## config.mk

```make
export PLATFORM = sky130hd
export DESIGN_NAME = srx_rx_core
export DESIGN_NICKNAME = d
export VERILOG_FILES = /design/src/rtl/srx_pkg.sv /design/src/rtl/srx_rx_core.sv /design/src/rtl/srx_bit_sampler.sv /design/src/rtl/srx_rx_fifo.sv
export SDC_FILE = /design/constraint.sdc
export NUM_CORES = 1
export LEC_CHECK = 0
export CORE_MARGIN = 8
export CORE_UTILIZATION = 60
export CTS_CLUSTER_SIZE = 10
export DETAILED_ROUTE_END_ITERATION = 8
export DONT_BUFFER_PORTS = 1
export PLACE_DENSITY = 0.87
export SYNTH_ARGS = -nofsm -noshare
export SYNTH_HDL_FRONTEND = slang
export SYNTH_SLANG_ARGS = --single-unit
```

## constraint.sdc

```tcl
create_clock -name pclk -period 4.2 [get_ports pclk]
set_input_delay 1.05 -clock pclk [delete_from_list [all_inputs] [get_ports pclk]]
set_output_delay 1.05 -clock pclk [all_outputs]
set_load 0.05 [all_outputs]
```

## src/rtl/srx_pkg.sv

```systemverilog
package srx_pkg;
	// ==================================================
	// Register map (byte addresses on APB)
	localparam logic [7:0] ADR_CTRL = 8'h00;
	localparam logic [7:0] ADR_BUF = 8'h04;
	localparam logic [7:0] ADR_MODE0 = 8'h08;
	localparam logic [7:0] ADR_MODE1 = 8'h0C;
	localparam logic [7:0] ADR_MODE2 = 8'h10;
	localparam logic [7:0] ADR_FCNF = 8'h14;
	localparam logic [7:0] ADR_RFC = 8'h18;
	// ==================================================
	// Field positions
	localparam int CTRL_RB8 = 7;
	localparam int CTRL_ERR_LO = 2;
	localparam int CTRL_IOC = 1;
	localparam int CTRL_SCLKS = 0;
	localparam int M1_DPX_LO = 5;
	localparam int M2_RX_BUFFER_FULL_FLAG = 7;
	localparam int M2_TX_BUFFER_EMPTY_FLAG = 6;
	localparam int M2_WBUF = 5;
	localparam int M2_STOP_LENGTH_SELECT = 4;
	localparam int FC_FIFO_USE_ENABLE = 0;
	localparam int FC_CNT = 1;
	localparam int FC_INH = 2;
	localparam int RFC_CLR_LO = 6;
	localparam int RFC_CNT_LO = 2;
	// ==================================================
	// Codes and counts
	localparam logic [1:0] DPX_RX = 2'h1;
	localparam logic [1:0] DPX_FULL = 2'h3;
	localparam logic [1:0] RIL_FOUR = 2'h0;
	localparam logic [1:0] RFC_CLR = 2'h3;
	localparam logic [2:0] FIFO_DEPTH = 3'h4;
	localparam logic [2:0] FIFO_HALF = 3'h2;
	localparam logic [3:0] TICK_S1 = 4'h6;
	localparam logic [3:0] TICK_S2 = 4'h7;
	localparam logic [3:0] TICK_S3 = 4'h8;
	localparam logic [3:0] SYNC_LAST = 4'h7;
	localparam logic [3:0] UART_DATA_LAST = 4'h8;
	localparam logic [3:0] UART_STOP = 4'h9;
	localparam logic [3:0] UART_STOP_X = 4'hA;
	localparam logic TX_BUFFER_EMPTY_FLAG_RST = 1'b1;
	// ==================================================
	// Carriers
	typedef struct packed {logic podd; logic pen; logic nine; logic receive_enable; logic sync;} srx_mode_type;
	typedef struct packed {logic oerr; logic perr; logic ferr;} srx_err_type;
endpackage

```

## src/rtl/srx_rx_core.sv

```systemverilog
`timescale 1ns/100ps
`default_nettype none
// ==================================================
module srx_rx_core (
	input wire logic pclk,
	input wire logic presetn,
	input wire logic psel,
	input wire logic penable,
	input wire logic pwrite,
	input wire logic [7:0] paddr,
	input wire logic [31:0] pwdata,
	output logic [31:0] prdata,
	output logic pready,
	output logic pslverr,
	input wire logic rxd,
	input wire logic serial_sample_clock,
	input wire logic sclk_in,
	output logic sclk_out,
	output logic sclk_oe_n,
	input wire logic tx_shift_take,
	input wire logic tx_shift_idle,
	output logic receive_interrupt
);
	// ==================================================
	// Pin synchronisers
	logic rxd_m, rxd_s, ssc_m, ssc_s, ssc_p, sck_m, sck_s, sck_p;

	always_ff @(posedge pclk or negedge presetn) begin
		if (!presetn) begin
			{rxd_m, rxd_s} <= 2'h3;
			{ssc_m, ssc_s, ssc_p} <= 3'h0;
			{sck_m, sck_s, sck_p} <= 3'h7;
		end else begin
			rxd_m <= rxd;
			rxd_s <= rxd_m;
			ssc_m <= serial_sample_clock;
			ssc_s <= ssc_m;
			ssc_p <= ssc_s;
			sck_m <= sclk_in;
			sck_s <= sck_m;
			sck_p <= sck_s;
		end
	end

	// ==================================================
	// State
	srx_pkg::srx_mode_type mode_q, mode_d;
	srx_pkg::srx_err_type err_q, err_d, err_set;
	logic ioc_q, ioc_d, sclks_q, sclks_d, rb8_q, rb8_d, wbuf_q, wbuf_d, stop_length_select_q, stop_length_select_d;
	logic tx_buffer_empty_flag_q, tx_buffer_empty_flag_d, buf_full_q, buf_full_d, sh_full_q, sh_full_d, src_fifo_q, src_fifo_d;
	logic clk_q, clk_d, idle_p_q, rint_q, rint_d;
	logic [1:0] dpx_q, dpx_d, ril_q, ril_d;
	logic [2:0] fcnf_q, fcnf_d;
	logic [7:0] buf_q, buf_d;
	logic [8:0] sh_q, sh_d, acc_q, acc_d;
	logic [3:0] idx_q, idx_d;
	logic [31:0] prdata_q, prdata_d;

	// ==================================================
	// Helpers
	logic tick, setup, acc, wr, rd, hold, dbl, fifo_en, internal, keep_sh, stop_clk, run;
	logic ext_edge, sync_stb, u_stb, u_val, frame_done, frame_end, stop_stb, calc_par;
	logic move_bf, move_sb, push, pop, fifo_clr, fifo_full, fifo_empty, inh_full;
	logic [2:0] limit, thr, fifo_cnt;
	logic [7:0] fifo_dout;

	function automatic logic mapped(input logic [7:0] a);
		mapped = a == srx_pkg::ADR_CTRL || a == srx_pkg::ADR_BUF || a == srx_pkg::ADR_MODE0 ||
			a == srx_pkg::ADR_MODE1 || a == srx_pkg::ADR_MODE2 || a == srx_pkg::ADR_FCNF ||
			a == srx_pkg::ADR_RFC;
	endfunction

	// Usable receive depth per duplex code; TX-only and unset codes give none
	function automatic logic [2:0] rx_limit(input logic [1:0] d);
		case (d)
			srx_pkg::DPX_RX: rx_limit = srx_pkg::FIFO_DEPTH;
			srx_pkg::DPX_FULL: rx_limit = srx_pkg::FIFO_HALF;
			default: rx_limit = 3'h0;
		endcase
	endfunction

	assign tick = ssc_s && !ssc_p;
	assign setup = psel && !penable;
	assign acc = psel && penable;
	assign wr = acc && pwrite;
	assign rd = acc && !pwrite;
	// Internal moves pause while a data read is pending so the captured byte stays the one popped
	assign hold = psel && !pwrite && paddr == srx_pkg::ADR_BUF;
	assign internal = mode_q.sync && !ioc_q;
	assign dbl = wbuf_q || !internal;
	assign fifo_en = wbuf_q && fcnf_q[srx_pkg::FC_FIFO_USE_ENABLE] && dpx_q[0];
	assign limit = fifo_en ? rx_limit(dpx_q) : 3'h0;
	assign thr = (ril_q == srx_pkg::RIL_FOUR) ? srx_pkg::FIFO_DEPTH : {1'b0, ril_q};
	assign keep_sh = internal || (fifo_en && fcnf_q[srx_pkg::FC_INH]);
	assign stop_clk = sh_full_q || (!dbl && buf_full_q) || err_q.oerr;
	assign run = mode_q.receive_enable && internal && !stop_clk;
	assign ext_edge = mode_q.sync && ioc_q && (sclks_q ? (sck_p && !sck_s) : (sck_s && !sck_p));
	assign sync_stb = mode_q.receive_enable && ((internal && run && tick && !clk_q) || ext_edge);
	assign stop_stb = u_stb && idx_q == (mode_q.nine || mode_q.pen ?
		srx_pkg::UART_STOP_X : srx_pkg::UART_STOP);
	assign frame_end = stop_stb;
	assign calc_par = ^acc_q[7:0] ^ mode_q.podd;
	assign inh_full = fifo_en && fcnf_q[srx_pkg::FC_INH] && sh_full_q && buf_full_q && fifo_full;

	srx_bit_sampler u_samp (
		.pclk(pclk),
		.presetn(presetn),
		.tick(tick),
		.rxd(rxd_s),
		.en(mode_q.receive_enable && !mode_q.sync),
		.frame_end(frame_end),
		.bit_stb(u_stb),
		.bit_val(u_val)
	);

	srx_rx_fifo u_fifo (
		.pclk(pclk),
		.presetn(presetn),
		.clr(fifo_clr),
		.push(push),
		.din(buf_q),
		.pop(pop),
		.limit(limit),
		.dout(fifo_dout),
		.count(fifo_cnt),
		.full(fifo_full),
		.empty(fifo_empty)
	);

	// ==================================================
	// Next-state logic
	always_comb begin
		mode_d = mode_q;
		ioc_d = ioc_q;
		sclks_d = sclks_q;
		rb8_d = rb8_q;
		wbuf_d = wbuf_q;
		stop_length_select_d = stop_length_select_q;
		dpx_d = dpx_q;
		ril_d = ril_q;
		fcnf_d = fcnf_q;
		buf_d = buf_q;
		buf_full_d = buf_full_q;
		sh_d = sh_q;
		sh_full_d = sh_full_q;
		acc_d = acc_q;
		idx_d = idx_q;
		clk_d = clk_q;
		rint_d = 1'b0;
		frame_done = 1'b0;
		err_set = '0;
		push = 1'b0;
		pop = 1'b0;
		fifo_clr = 1'b0;
		prdata_d = prdata_q;
		src_fifo_d = src_fifo_q;
		// Internal shift clock: one toggle per sample tick, parked high when stopped
		if (!run) clk_d = 1'b1;
		else if (tick) clk_d = !clk_q;
		// Bit assembly
		if (!mode_q.receive_enable) begin
			idx_d = '0;
		end else if (mode_q.sync) begin
			if (sync_stb) begin
				acc_d = {1'b0, rxd_s, acc_q[7:1]};
				idx_d = idx_q + 4'h1;
				if (idx_q == srx_pkg::SYNC_LAST) begin
					idx_d = '0;
					frame_done = 1'b1;
				end
			end
		end else if (u_stb) begin
			idx_d = idx_q + 4'h1;
			if (stop_stb) begin
				idx_d = '0;
				frame_done = 1'b1;
				err_set.ferr = !u_val;
				err_set.perr = mode_q.pen && !mode_q.nine && (calc_par != acc_q[8]);
			end else if (idx_q != 4'h0 && idx_q <= srx_pkg::UART_DATA_LAST) begin
				acc_d = {acc_q[8], u_val, acc_q[7:1]};
			end else if (idx_q != 4'h0) begin
				acc_d = {u_val, acc_q[7:0]};
			end
		end
		// Underrun on an empty transmit side, only with transmit double buffering
		if (mode_q.sync && wbuf_q && tx_buffer_empty_flag_q && tx_shift_idle &&
			(ext_edge || (internal && !idle_p_q))) err_set.perr = 1'b1;
		// Storage moves: buffer to FIFO, then shift stage to buffer
		move_bf = !hold && fifo_en && buf_full_q && !fifo_full;
		if (move_bf) begin
			push = 1'b1;
			buf_full_d = 1'b0;
		end
		move_sb = !hold && sh_full_q && (!buf_full_q || move_bf);
		if (move_sb) begin
			buf_d = sh_q[7:0];
			rb8_d = sh_q[8];
			buf_full_d = 1'b1;
			sh_full_d = 1'b0;
		end
		if (frame_done) begin
			rint_d = !fifo_en;
			if (!keep_sh && buf_full_q && !move_bf) begin
				err_set.oerr = 1'b1;
			end else begin
				sh_d = acc_d;
				sh_full_d = 1'b1;
			end
		end
		if (push && fifo_cnt + 3'h1 == thr) rint_d = 1'b1;
		// Register reads: capture in setup, side effects at the access edge
		if (setup) begin
			src_fifo_d = fifo_en && !fifo_empty;
			case (paddr)
				srx_pkg::ADR_CTRL: prdata_d = {24'h0, rb8_q, 2'h0, err_q, ioc_q, sclks_q};
				srx_pkg::ADR_BUF: prdata_d = {24'h0, (fifo_en && !fifo_empty) ? fifo_dout : buf_q};
				srx_pkg::ADR_MODE0: prdata_d = {27'h0, mode_q};
				srx_pkg::ADR_MODE1: prdata_d = {25'h0, dpx_q, 5'h0};
				srx_pkg::ADR_MODE2: prdata_d = {24'h0, buf_full_q, tx_buffer_empty_flag_q, wbuf_q, stop_length_select_q, 4'h0};
				srx_pkg::ADR_FCNF: prdata_d = {29'h0, fcnf_q};
				srx_pkg::ADR_RFC: prdata_d = {27'h0, fifo_cnt, ril_q};
				default: prdata_d = 32'h0;
			endcase
		end
		if (rd && paddr == srx_pkg::ADR_BUF) begin
			if (src_fifo_q) pop = 1'b1;
			else if (!move_sb) buf_full_d = 1'b0;
		end
		// Register writes
		if (wr) begin
			case (paddr)
				srx_pkg::ADR_CTRL: begin
					ioc_d = pwdata[srx_pkg::CTRL_IOC];
					sclks_d = pwdata[srx_pkg::CTRL_SCLKS];
				end
				srx_pkg::ADR_MODE0: mode_d = srx_pkg::srx_mode_type'(pwdata[4:0]);
				srx_pkg::ADR_MODE1: dpx_d = pwdata[srx_pkg::M1_DPX_LO +: 2];
				srx_pkg::ADR_MODE2: begin
					wbuf_d = pwdata[srx_pkg::M2_WBUF];
					stop_length_select_d = pwdata[srx_pkg::M2_STOP_LENGTH_SELECT];
				end
				srx_pkg::ADR_FCNF: fcnf_d = pwdata[2:0];
				srx_pkg::ADR_RFC: begin
					ril_d = pwdata[1:0];
					fifo_clr = pwdata[srx_pkg::RFC_CLR_LO +: 2] == srx_pkg::RFC_CLR;
				end
				default: ;
			endcase
		end
		// Hardware stops reception once every stage is full, with the FIFO on and FC_INH set, or FC_CNT set under the internal clock
		if (inh_full) mode_d.receive_enable = 1'b0;
		if (internal && fifo_en && fcnf_q[srx_pkg::FC_CNT] && sh_full_q && buf_full_q &&
			fifo_full) mode_d.receive_enable = 1'b0;
		// Clear only the flags that were shown; a new event in this cycle survives
		err_d = err_q;
		if (rd && paddr == srx_pkg::ADR_CTRL)
			err_d = err_q & ~srx_pkg::srx_err_type'(prdata_q[srx_pkg::CTRL_ERR_LO +: 3]);
		err_d = err_d | err_set;
		if (mode_q.sync) err_d.ferr = 1'b0;
		tx_buffer_empty_flag_d = tx_buffer_empty_flag_q;
		if (wr && paddr == srx_pkg::ADR_BUF) tx_buffer_empty_flag_d = 1'b0;
		if (tx_shift_take) tx_buffer_empty_flag_d = 1'b1;
	end

	// ==================================================
	// Registers
	always_ff @(posedge pclk or negedge presetn) begin
		if (!presetn) begin
			mode_q <= '0;
			err_q <= '0;
			ioc_q <= 1'b0;
			sclks_q <= 1'b0;
			rb8_q <= 1'b0;
			wbuf_q <= 1'b0;
			stop_length_select_q <= 1'b0;
			tx_buffer_empty_flag_q <= srx_pkg::TX_BUFFER_EMPTY_FLAG_RST;
			buf_full_q <= 1'b0;
			sh_full_q <= 1'b0;
			src_fifo_q <= 1'b0;
			clk_q <= 1'b1;
			idle_p_q <= 1'b1;
			rint_q <= 1'b0;
			dpx_q <= '0;
			ril_q <= '0;
			fcnf_q <= '0;
			buf_q <= '0;
			sh_q <= '0;
			acc_q <= '0;
			idx_q <= '0;
			prdata_q <= '0;
		end else begin
			mode_q <= mode_d;
			err_q <= err_d;
			ioc_q <= ioc_d;
			sclks_q <= sclks_d;
			rb8_q <= rb8_d;
			wbuf_q <= wbuf_d;
			stop_length_select_q <= stop_length_select_d;
			tx_buffer_empty_flag_q <= tx_buffer_empty_flag_d;
			buf_full_q <= buf_full_d;
			sh_full_q <= sh_full_d;
			src_fifo_q <= src_fifo_d;
			clk_q <= clk_d;
			idle_p_q <= tx_shift_idle;
			rint_q <= rint_d;
			dpx_q <= dpx_d;
			ril_q <= ril_d;
			fcnf_q <= fcnf_d;
			buf_q <= buf_d;
			sh_q <= sh_d;
			acc_q <= acc_d;
			idx_q <= idx_d;
			prdata_q <= prdata_d;
		end
	end

	assign prdata = prdata_q;
	assign pready = 1'b1;
	assign pslverr = acc && !mapped(paddr);
	assign sclk_out = clk_q;
	assign sclk_oe_n = !internal;
	assign receive_interrupt = rint_q;
endmodule
`default_nettype wire

```

## src/rtl/srx_bit_sampler.sv

```systemverilog
`timescale 1ns/100ps
`default_nettype none
// ==================================================
// Start detect, 16-tick bit timing, 3-sample majority
module srx_bit_sampler (
	input wire logic pclk,
	input wire logic presetn,
	input wire logic tick,
	input wire logic rxd,
	input wire logic en,
	input wire logic frame_end,
	output logic bit_stb,
	output logic bit_val
);
	logic busy_q, busy_d, first_q, first_d, s1_q, s1_d, s2_q, s2_d, stb_q, stb_d, val_q, val_d;
	logic [3:0] cnt_q, cnt_d;
	logic maj;

	always_comb begin
		busy_d = busy_q;
		first_d = first_q;
		cnt_d = cnt_q;
		s1_d = s1_q;
		s2_d = s2_q;
		stb_d = 1'b0;
		val_d = val_q;
		maj = (s1_q & s2_q) | (s1_q & rxd) | (s2_q & rxd);
		if (!en || frame_end) begin
			busy_d = 1'b0;
		end else if (tick && !busy_q && !rxd) begin
			busy_d = 1'b1;
			first_d = 1'b1;
			cnt_d = '0;
		end else if (tick && busy_q) begin
			cnt_d = cnt_q + 4'h1;
			if (cnt_d == srx_pkg::TICK_S1) s1_d = rxd;
			if (cnt_d == srx_pkg::TICK_S2) s2_d = rxd;
			if (cnt_d == srx_pkg::TICK_S3) begin
				val_d = maj;
				first_d = 1'b0;
				// A start bit voted high was a glitch: drop back to hunting
				if (first_q && maj) busy_d = 1'b0;
				else stb_d = 1'b1;
			end
		end
	end

	always_ff @(posedge pclk or negedge presetn) begin
		if (!presetn) begin
			busy_q <= 1'b0;
			first_q <= 1'b0;
			cnt_q <= '0;
			s1_q <= 1'b1;
			s2_q <= 1'b1;
			stb_q <= 1'b0;
			val_q <= 1'b1;
		end else begin
			busy_q <= busy_d;
			first_q <= first_d;
			cnt_q <= cnt_d;
			s1_q <= s1_d;
			s2_q <= s2_d;
			stb_q <= stb_d;
			val_q <= val_d;
		end
	end

	assign bit_stb = stb_q;
	assign bit_val = val_q;
endmodule
`default_nettype wire

```

## src/rtl/srx_rx_fifo.sv

```systemverilog
`timescale 1ns/100ps
`default_nettype none
// ==================================================
// Four-byte receive FIFO with a movable usable depth
module srx_rx_fifo (
	input wire logic pclk,
	input wire logic presetn,
	input wire logic clr,
	input wire logic push,
	input wire logic [7:0] din,
	input wire logic pop,
	input wire logic [2:0] limit,
	output logic [7:0] dout,
	output logic [2:0] count,
	output logic full,
	output logic empty
);
	logic [7:0] mem [0:3];
	logic [1:0] wp_q, wp_d, rp_q, rp_d;
	logic [2:0] cnt_q, cnt_d;
	logic do_push, do_pop;

	always_comb begin
		full = cnt_q >= limit;
		empty = cnt_q == 3'h0;
		do_push = push && !full;
		do_pop = pop && !empty;
		wp_d = wp_q + {1'b0, do_push};
		rp_d = rp_q + {1'b0, do_pop};
		cnt_d = cnt_q + {2'h0, do_push} - {2'h0, do_pop};
		if (clr) begin
			wp_d = '0;
			rp_d = '0;
			cnt_d = '0;
		end
	end

	always_ff @(posedge pclk or negedge presetn) begin
		if (!presetn) begin
			wp_q <= '0;
			rp_q <= '0;
			cnt_q <= '0;
		end else begin
			wp_q <= wp_d;
			rp_q <= rp_d;
			cnt_q <= cnt_d;
		end
	end

	always_ff @(posedge pclk) begin
		if (do_push) mem[wp_q] <= din;
	end

	assign dout = mem[rp_q];
	assign count = cnt_q;
endmodule
`default_nettype wire

```

# After elaboration in Yosys (flattened, before gate mapping)
# Memory sizes are Yosys's and may differ from the RTL's.
# Cells that the tools add are included.
dict set report classes {
  bitwise_logic 12
  mux 78
  n_eq_ne 19
  n_mul 0
  n_div 0
  add_sub_neg 7
  reduce_logical 127
  order_cmp 2
  shift 0
}
# cell n
set op_table {}
lappend op_table {{$mux W9} 7}
lappend op_table {{$logic_and A1 B1 Y1} 59}
lappend op_table {{$pmux W8 S7} 1}
lappend op_table {{$mux W1} 47}
lappend op_table {{$mux W4} 8}
lappend op_table {{$logic_not A1 Y1} 25}
lappend op_table {{$eq A8 B5 Y1 const B} 3}
lappend op_table {{$reduce_and A2 Y1} 10}
lappend op_table {{$mux W2} 9}
lappend op_table {{$eq A8 B4 Y1 const B} 2}
lappend op_table {{$logic_or A1 B1 Y1} 15}
lappend op_table {{$reduce_bool A3 Y1} 5}
lappend op_table {{$eq A4 B3 Y1 const B} 3}
lappend op_table {{$mux W3} 4}
lappend op_table {{$reduce_and A4 Y1} 3}
lappend op_table {{$add A4 B1 Y4 const B} 2}
lappend op_table {{$eq A8 B3 Y1 const B} 1}
lappend op_table {{$logic_not A8 Y1} 1}
lappend op_table {{$mux W8} 1}
lappend op_table {{$reduce_xor A8 Y1} 1}
lappend op_table {{$ne A3 B2 Y1 const B} 2}
lappend op_table {{$pmux W3 S2} 1}
lappend op_table {{$reduce_and A3 Y1} 2}
lappend op_table {{$reduce_bool A2 Y1} 3}
lappend op_table {{23 further kinds} 30}
dict set report word_totals {
  latch_bits 0
  wordCells 292
  in_bits 50
  reg_bits 114
  mem_bits_rw 32
  rom_bits 0
  memories 1
}
# memory depth word_bits rd rd_clocked_by_memory_dff wr line
set memory_table {}
lappend memory_table {u_fifo.mem 4 8 1 0 1 srx_rx_fifo.sv:18} ;# logic [7:0] mem [0:3];

# Longest topological paths before layout
dict set report depth {
  depth_word 21
  mapped_depth 13
}

# Hierarchy
# A second synthesis with hierarchy kept.
dict set report hier_totals {
  cells_unflattened 507
  area_unflattened_um2 6012.0
}
# module seq_area_each_um2 cells_each area_each_um2 instances
set by_module_without_submodules {}
lappend by_module_without_submodules {srx_rx_core 1836.8 367 3853.7 1}
lappend by_module_without_submodules {srx_rx_fifo 1136.1 88 1612.8 1}
lappend by_module_without_submodules {srx_bit_sampler 254.0 52 545.5 1}

# Worst setup path before layout
# No wires, ideal clock.
dict set report synth_timing {
  path_type {input -> register}
  startpoint {in paddr[7]}
  endpoint {reg u_fifo.cnt_q[2], in the netlist u_fifo.count[2]}
  t_arrival_ns 3.405
  path_slack_ns 0.662
  cell_stages 13
  required_time_ns 4.067
  path_buffers 1
  cell_sequence {or4_1 > buf_2 > nor4b_4 > nand2_1 > nor2_1 > ha_1 > inv_1 > ha_1 > inv_1 > fa_1 > xor2_1 > xnor2_1 > nor2_1}
}
dict set report synth_via {
  elab_chain_cells 11
  word_cells_on_any_way 17
}
# element line
set synth_lines {}
lappend synth_lines {{start, declared} srx_rx_core.sv:10} ;# input wire logic [7:0] paddr,
lappend synth_lines {{$eq A8 B3 Y1} {srx_rx_core.sv:88, srx_rx_core.sv:225}}
lappend synth_lines {{$logic_and A1 B1 Y1} srx_rx_core.sv:88} ;# assign hold = psel && !pwrite && paddr == srx_pkg::ADR_BUF;
lappend synth_lines {{$logic_not A1 Y1} srx_rx_core.sv:189} ;# move_bf = !hold && fifo_en && buf_full_q && !fifo_full;
lappend synth_lines {{$logic_and A1 B1 Y1 (3 in series)} srx_rx_core.sv:189}
lappend synth_lines {{$mux W1} srx_rx_core.sv:190} ;# if (move_bf) begin
lappend synth_lines {{$logic_and A1 B1 Y1} srx_rx_fifo.sv:26} ;# do_push = push && !full;
lappend synth_lines {{$add A3 B1 Y3} srx_rx_fifo.sv:30} ;# cnt_d = cnt_q + {2'h0, do_push} - {2'h0, do_pop};
lappend synth_lines {{$sub A3 B1 Y3} srx_rx_fifo.sv:30}
lappend synth_lines {{$mux W3 *} srx_rx_fifo.sv:31} ;# if (clr) begin
lappend synth_lines {{named net u_fifo.cnt_d[2]} srx_rx_fifo.sv:20} ;# logic [2:0] cnt_q, cnt_d;
lappend synth_lines {{end signal, assigned} srx_rx_fifo.sv:46} ;# cnt_q <= cnt_d;
lappend synth_lines {{end, declared} srx_rx_fifo.sv:20}
# The timed path passes the listed nets; every way through them passes the cells marked *.
# A chain may end at the register's enable or synchronous reset.

# Worst setup path in the final report
dict set report layout_timing {
  startpoint {reg wbuf_q}
  endpoint {reg u_fifo.cnt_q[2], in the netlist u_fifo.count[2]}
}
dict set report layout_via {
  elab_chain_cells 11
  word_cells_on_any_way 13
}
# element line
set layout_lines {}
lappend layout_lines {{start, declared} srx_rx_core.sv:49} ;# logic ioc_q, ioc_d, sclks_q, sclks_d, rb8_q, rb8_d, wbuf_q, wbuf_d, stop_length_select_q, stop_length_select_d ...
lappend layout_lines {{start signal, assigned} srx_rx_core.sv:297} ;# wbuf_q <= wbuf_d;
lappend layout_lines {{$logic_and A1 B1 Y1 * (2 in series)} srx_rx_core.sv:91} ;# assign fifo_en = wbuf_q && fcnf_q[srx_pkg::FC_FIFO_USE_ENABLE] && dpx_q[0];
lappend layout_lines {{$mux W3} srx_rx_core.sv:92} ;# assign limit = fifo_en ? rx_limit(dpx_q) : 3'h0;
lappend layout_lines {{$ge A3 B3 Y1} srx_rx_fifo.sv:24} ;# full = cnt_q >= limit;
lappend layout_lines {{$logic_not A1 Y1} {srx_rx_core.sv:189, srx_rx_fifo.sv:26}}
lappend layout_lines {{$logic_and A1 B1 Y1} srx_rx_core.sv:189}
lappend layout_lines {{$mux W1} srx_rx_core.sv:190}
lappend layout_lines {{$logic_and A1 B1 Y1 *} srx_rx_fifo.sv:26}
lappend layout_lines {{$add A3 B1 Y3 *} srx_rx_fifo.sv:30}
lappend layout_lines {{$sub A3 B1 Y3 *} srx_rx_fifo.sv:30}
lappend layout_lines {{$mux W3 *} srx_rx_fifo.sv:31}
lappend layout_lines {{named net u_fifo.cnt_d[2]} srx_rx_fifo.sv:20}
# Marked as above.

==> qor.yml <==
status: "finished clean"
regArea_um2: 3230
ys_warn_count: 0
cap_viol_max_count: 0
cp-endpoint: "u_fifo.count[2]$_DFF_PN0_"
r2r_end: "u_fifo.count[2]$_DFF_PN0_"
fin_setup_tns_ns: 0
grt_pass1_wl_mm: 20.3
cts_root_buffer: "clkbuf_8"
antenna_found_initial: 1
viasPerCell: 6.05
clock-sinks: 122
startpoint_type: "flop"
rsz0062_at_grt: "no"
maxSlewViolCount: 0
grt_overflow: 0
hp-class: "input port to async pin"
antenna_left: 0
seq_area_frac_synth_pct: 54.5
ir_worst_vdd_v: 0.000235
synth.area.top_cells: "dfrtp_1, edfxtp_1, mux2_2"
insertion_delay_ns: 0.53
synth_ff_type: "dfrtp_1"
internal-power_w: 0.00211
ios: 87
drtPass1Iterations: 5
reg2reg_depth: 12
synthArstFlopShare_pct: 73.8
max_freq_mhz: 280
powerDensity_nw_per_um2: 420
rows: 36
relSlewSlack_pct: 16.5
multi_input_area_um2: 2480
gp_congestion: 0.867
wire_per_inst_um: 19.7
ctsResizeCount: 0
timing.final.hold_violations: 0
dieArea_um2: 13300
drt_iter0_markers: 406
grt_pass1_vias: 3981
max_slew.worst_pin.slew_ns: 1.24
synth_top_area_cell: "dfrtp_1"
crit_arrival_ns: 3.96
post-cts-setup-buffers: 0
clk_path_buf_depth: 2
period_needed_ns: 3.57
path_class: "flop to flop"
h-tree-depth: 4
synth_edf_count: 32
finalCritPeriodShare_pct: 84.9
netlist_instances: 490
worst_clock_skew_ns: 0.0133
wl_mm: 12.7
synthToLayoutAreaGrowth_pct: 10.0
start_util_pct: 61.1
dp_hpwl_mm: 8.64
hold_buffers: 0
synth_top_area_share_pct: 33.4
clkTransAtPathRegs_ns: 0.06
core_um2: 9680
die_w_um: 115
fill_cells: 674
setup_violations: 0
ys_ff_latch: 122
cts_tree: "done"
p_clk_share_pct: 50.3
r2r-start: "wbuf_q$_DFFE_PN0P_"
cp-end-kind: "flop"
required_ns: 4.60
p_sw_w: 0.000627
diodes: 0
grt_max_degree: 91
cts_made_buffers: 17
holdWs_ns: 0.206
final_nets: 561
cp_max_fo: 7
drive_gt1_share_pct: 21.4
switching_share_pct: 22.9
drt_drc_violations_left: 0
die_h_um: 115
leakage_nw: 2.78
r2r_slack_ns: 0.63
seqPwrFrac_pct: 45.8
netlist_area_um2: 5920
io_buffers: 0
grt.total_usage_pct: 20.1
worstSetupStartpoint: "wbuf_q$_DFFE_PN0P_"
ys_types: 65
avgSynthCellArea_um2: 12.1
vias: 3889
pwr-share-comb_pct: 4.0
[through the flow]
stage	cells	utilization, %	total power, W	cell area (um2)	setup WS [ns]
6_report	643	67.2	0.00273	6510	0.633
5_1_grt	643	67.2	0.00281	6510	0.355
4_1_cts	643	67.2	0.00274	6510	0.629
3_5_place_dp	611	61.4	0.00138	5950	0.412
3_3_place_gp	611	61.4	0.00137	5950	0.453
2_1_floorplan	513	-	0.00138	6000	0.662
[cell type report]
type,instances,share of cell area [%]
clock buffer,19,6.63
timing repair buffer,2,0.231
inverter,16,0.923
tap,133,2.56
clock inverter,13,1.98
sequential,122,49.6
multi-input combinational,338,38.1
[synth_stat cells, types with 3 or more instances]
cell      count
nand3_1       7
a22oi_1       9
nand3b_1      3
nor2b_1       5
a222oi_1      3
dfstp_2      11
o31ai_1       3
nor3_1        6
buf_4        25
o21ai_0      26
nand2_1      56
mux4_2        8
nand2b_1     12
xnor2_1      13
mux2_2       48
xor2_1        4
ha_1         13
nor2_1       22
and3_1        4
a22o_1        5
and2_1        3
clkbuf_1      9
nor4_1        3
dfrtp_1      79
a31oi_1       4
nor3b_1       3
a21oi_1      12
edfxtp_1     32
inv_1        16
[power groups by stage]
stage | combinational (W) | sequential [W] | clock [W]
2_1_floorplan | 0.000117 | 0.00126 | 0
3_3_place_gp | 0.000103 | 0.00127 | 0
3_5_place_dp | 0.000107 | 0.00127 | 0
4_1_cts | 0.000107 | 0.00125 | 0.00139
5_1_grt | 0.000118 | 0.00125 | 0.00144
6_report | 0.000109 | 0.00125 | 0.00137
[flip-flops by register name (all words and copies together), names as in the netlist, 4 cells and up]
name          cells
sh_q              9
mode_q            5
u_fifo.mem       32
prdata            8
u_samp.cnt_q      4
idx_q             4
buf_q             8
acc_q             9
[layout by cell type (no fill, tap or decap), types with 11 or more instances in the layout]
master / synthesis / layout
mux2_2: 48 / 48
inv_1: 16 / 16
xnor2_1: 13 / 13
clkbuf_16: 0 / 16
conb_1: 2 / 25
o21ai_0: 26 / 26
nand2b_1: 12 / 12
a21oi_1: 12 / 12
ha_1: 13 / 13
dfstp_2: 11 / 11
edfxtp_1: 32 / 32
dfrtp_1: 79 / 79
nor2_1: 22 / 22
nand2_1: 56 / 56
[how the worst min path moves through the flow]
stage / start / endpoint / slack, ns / depth (start not counted)
detailed placement: ssc_m$_DFF_PN0_ / ssc_s$_DFF_PN0_ / 0.34 / 0
global placement: ssc_m$_DFF_PN0_ / ssc_s$_DFF_PN0_ / 0.34 / 0
finish: presetn / acc_q[2]$_DFF_PN0_ / 0.21 / 0
CTS: presetn / acc_q[2]$_DFF_PN0_ / 0.19 / 0
floorplan: ssc_m$_DFF_PN0_ / ssc_s$_DFF_PN0_ / 0.33 / 0
global route: presetn / acc_q[2]$_DFF_PN0_ / 0.18 / 0
[logic make-up after synthesis]
kind of cell | count (synthesis) | synth area share (%)
other | 2 | 0.127
AND/OR/NAND/NOR | 145 | 12.9
buffers and inverters | 53 | 4.99
adder cells (fa/ha/maj) | 15 | 3.26
multiplexers | 59 | 12.7
XOR/XNOR | 17 | 2.52
AO/OA/AOI/OAI | 77 | 8.90
flip-flops | 122 | 54.5
[metal layers]
layer	track usage, %	share of wire [%]
met1	23.4	40
met2	32.9	48
met3	6.78	8.9
met4	9.72	2.9
met5	0	0.071
[worst max-delay path: stages (launching register included)]
cell	delay, ns
dfrtp_1	0.44
and3_1	0.25
and2_1	0.18
ha_1	0.27
nand2b_1	0.07
a21boi_0	0.14
nor4_1	1.02
ha_1	0.29
inv_1	0.05
fa_1	0.37
xor2_1	0.17
xnor2_1	0.14
nor2_1	0.06
Note: power is estimated with default switching activity, not from simulation.
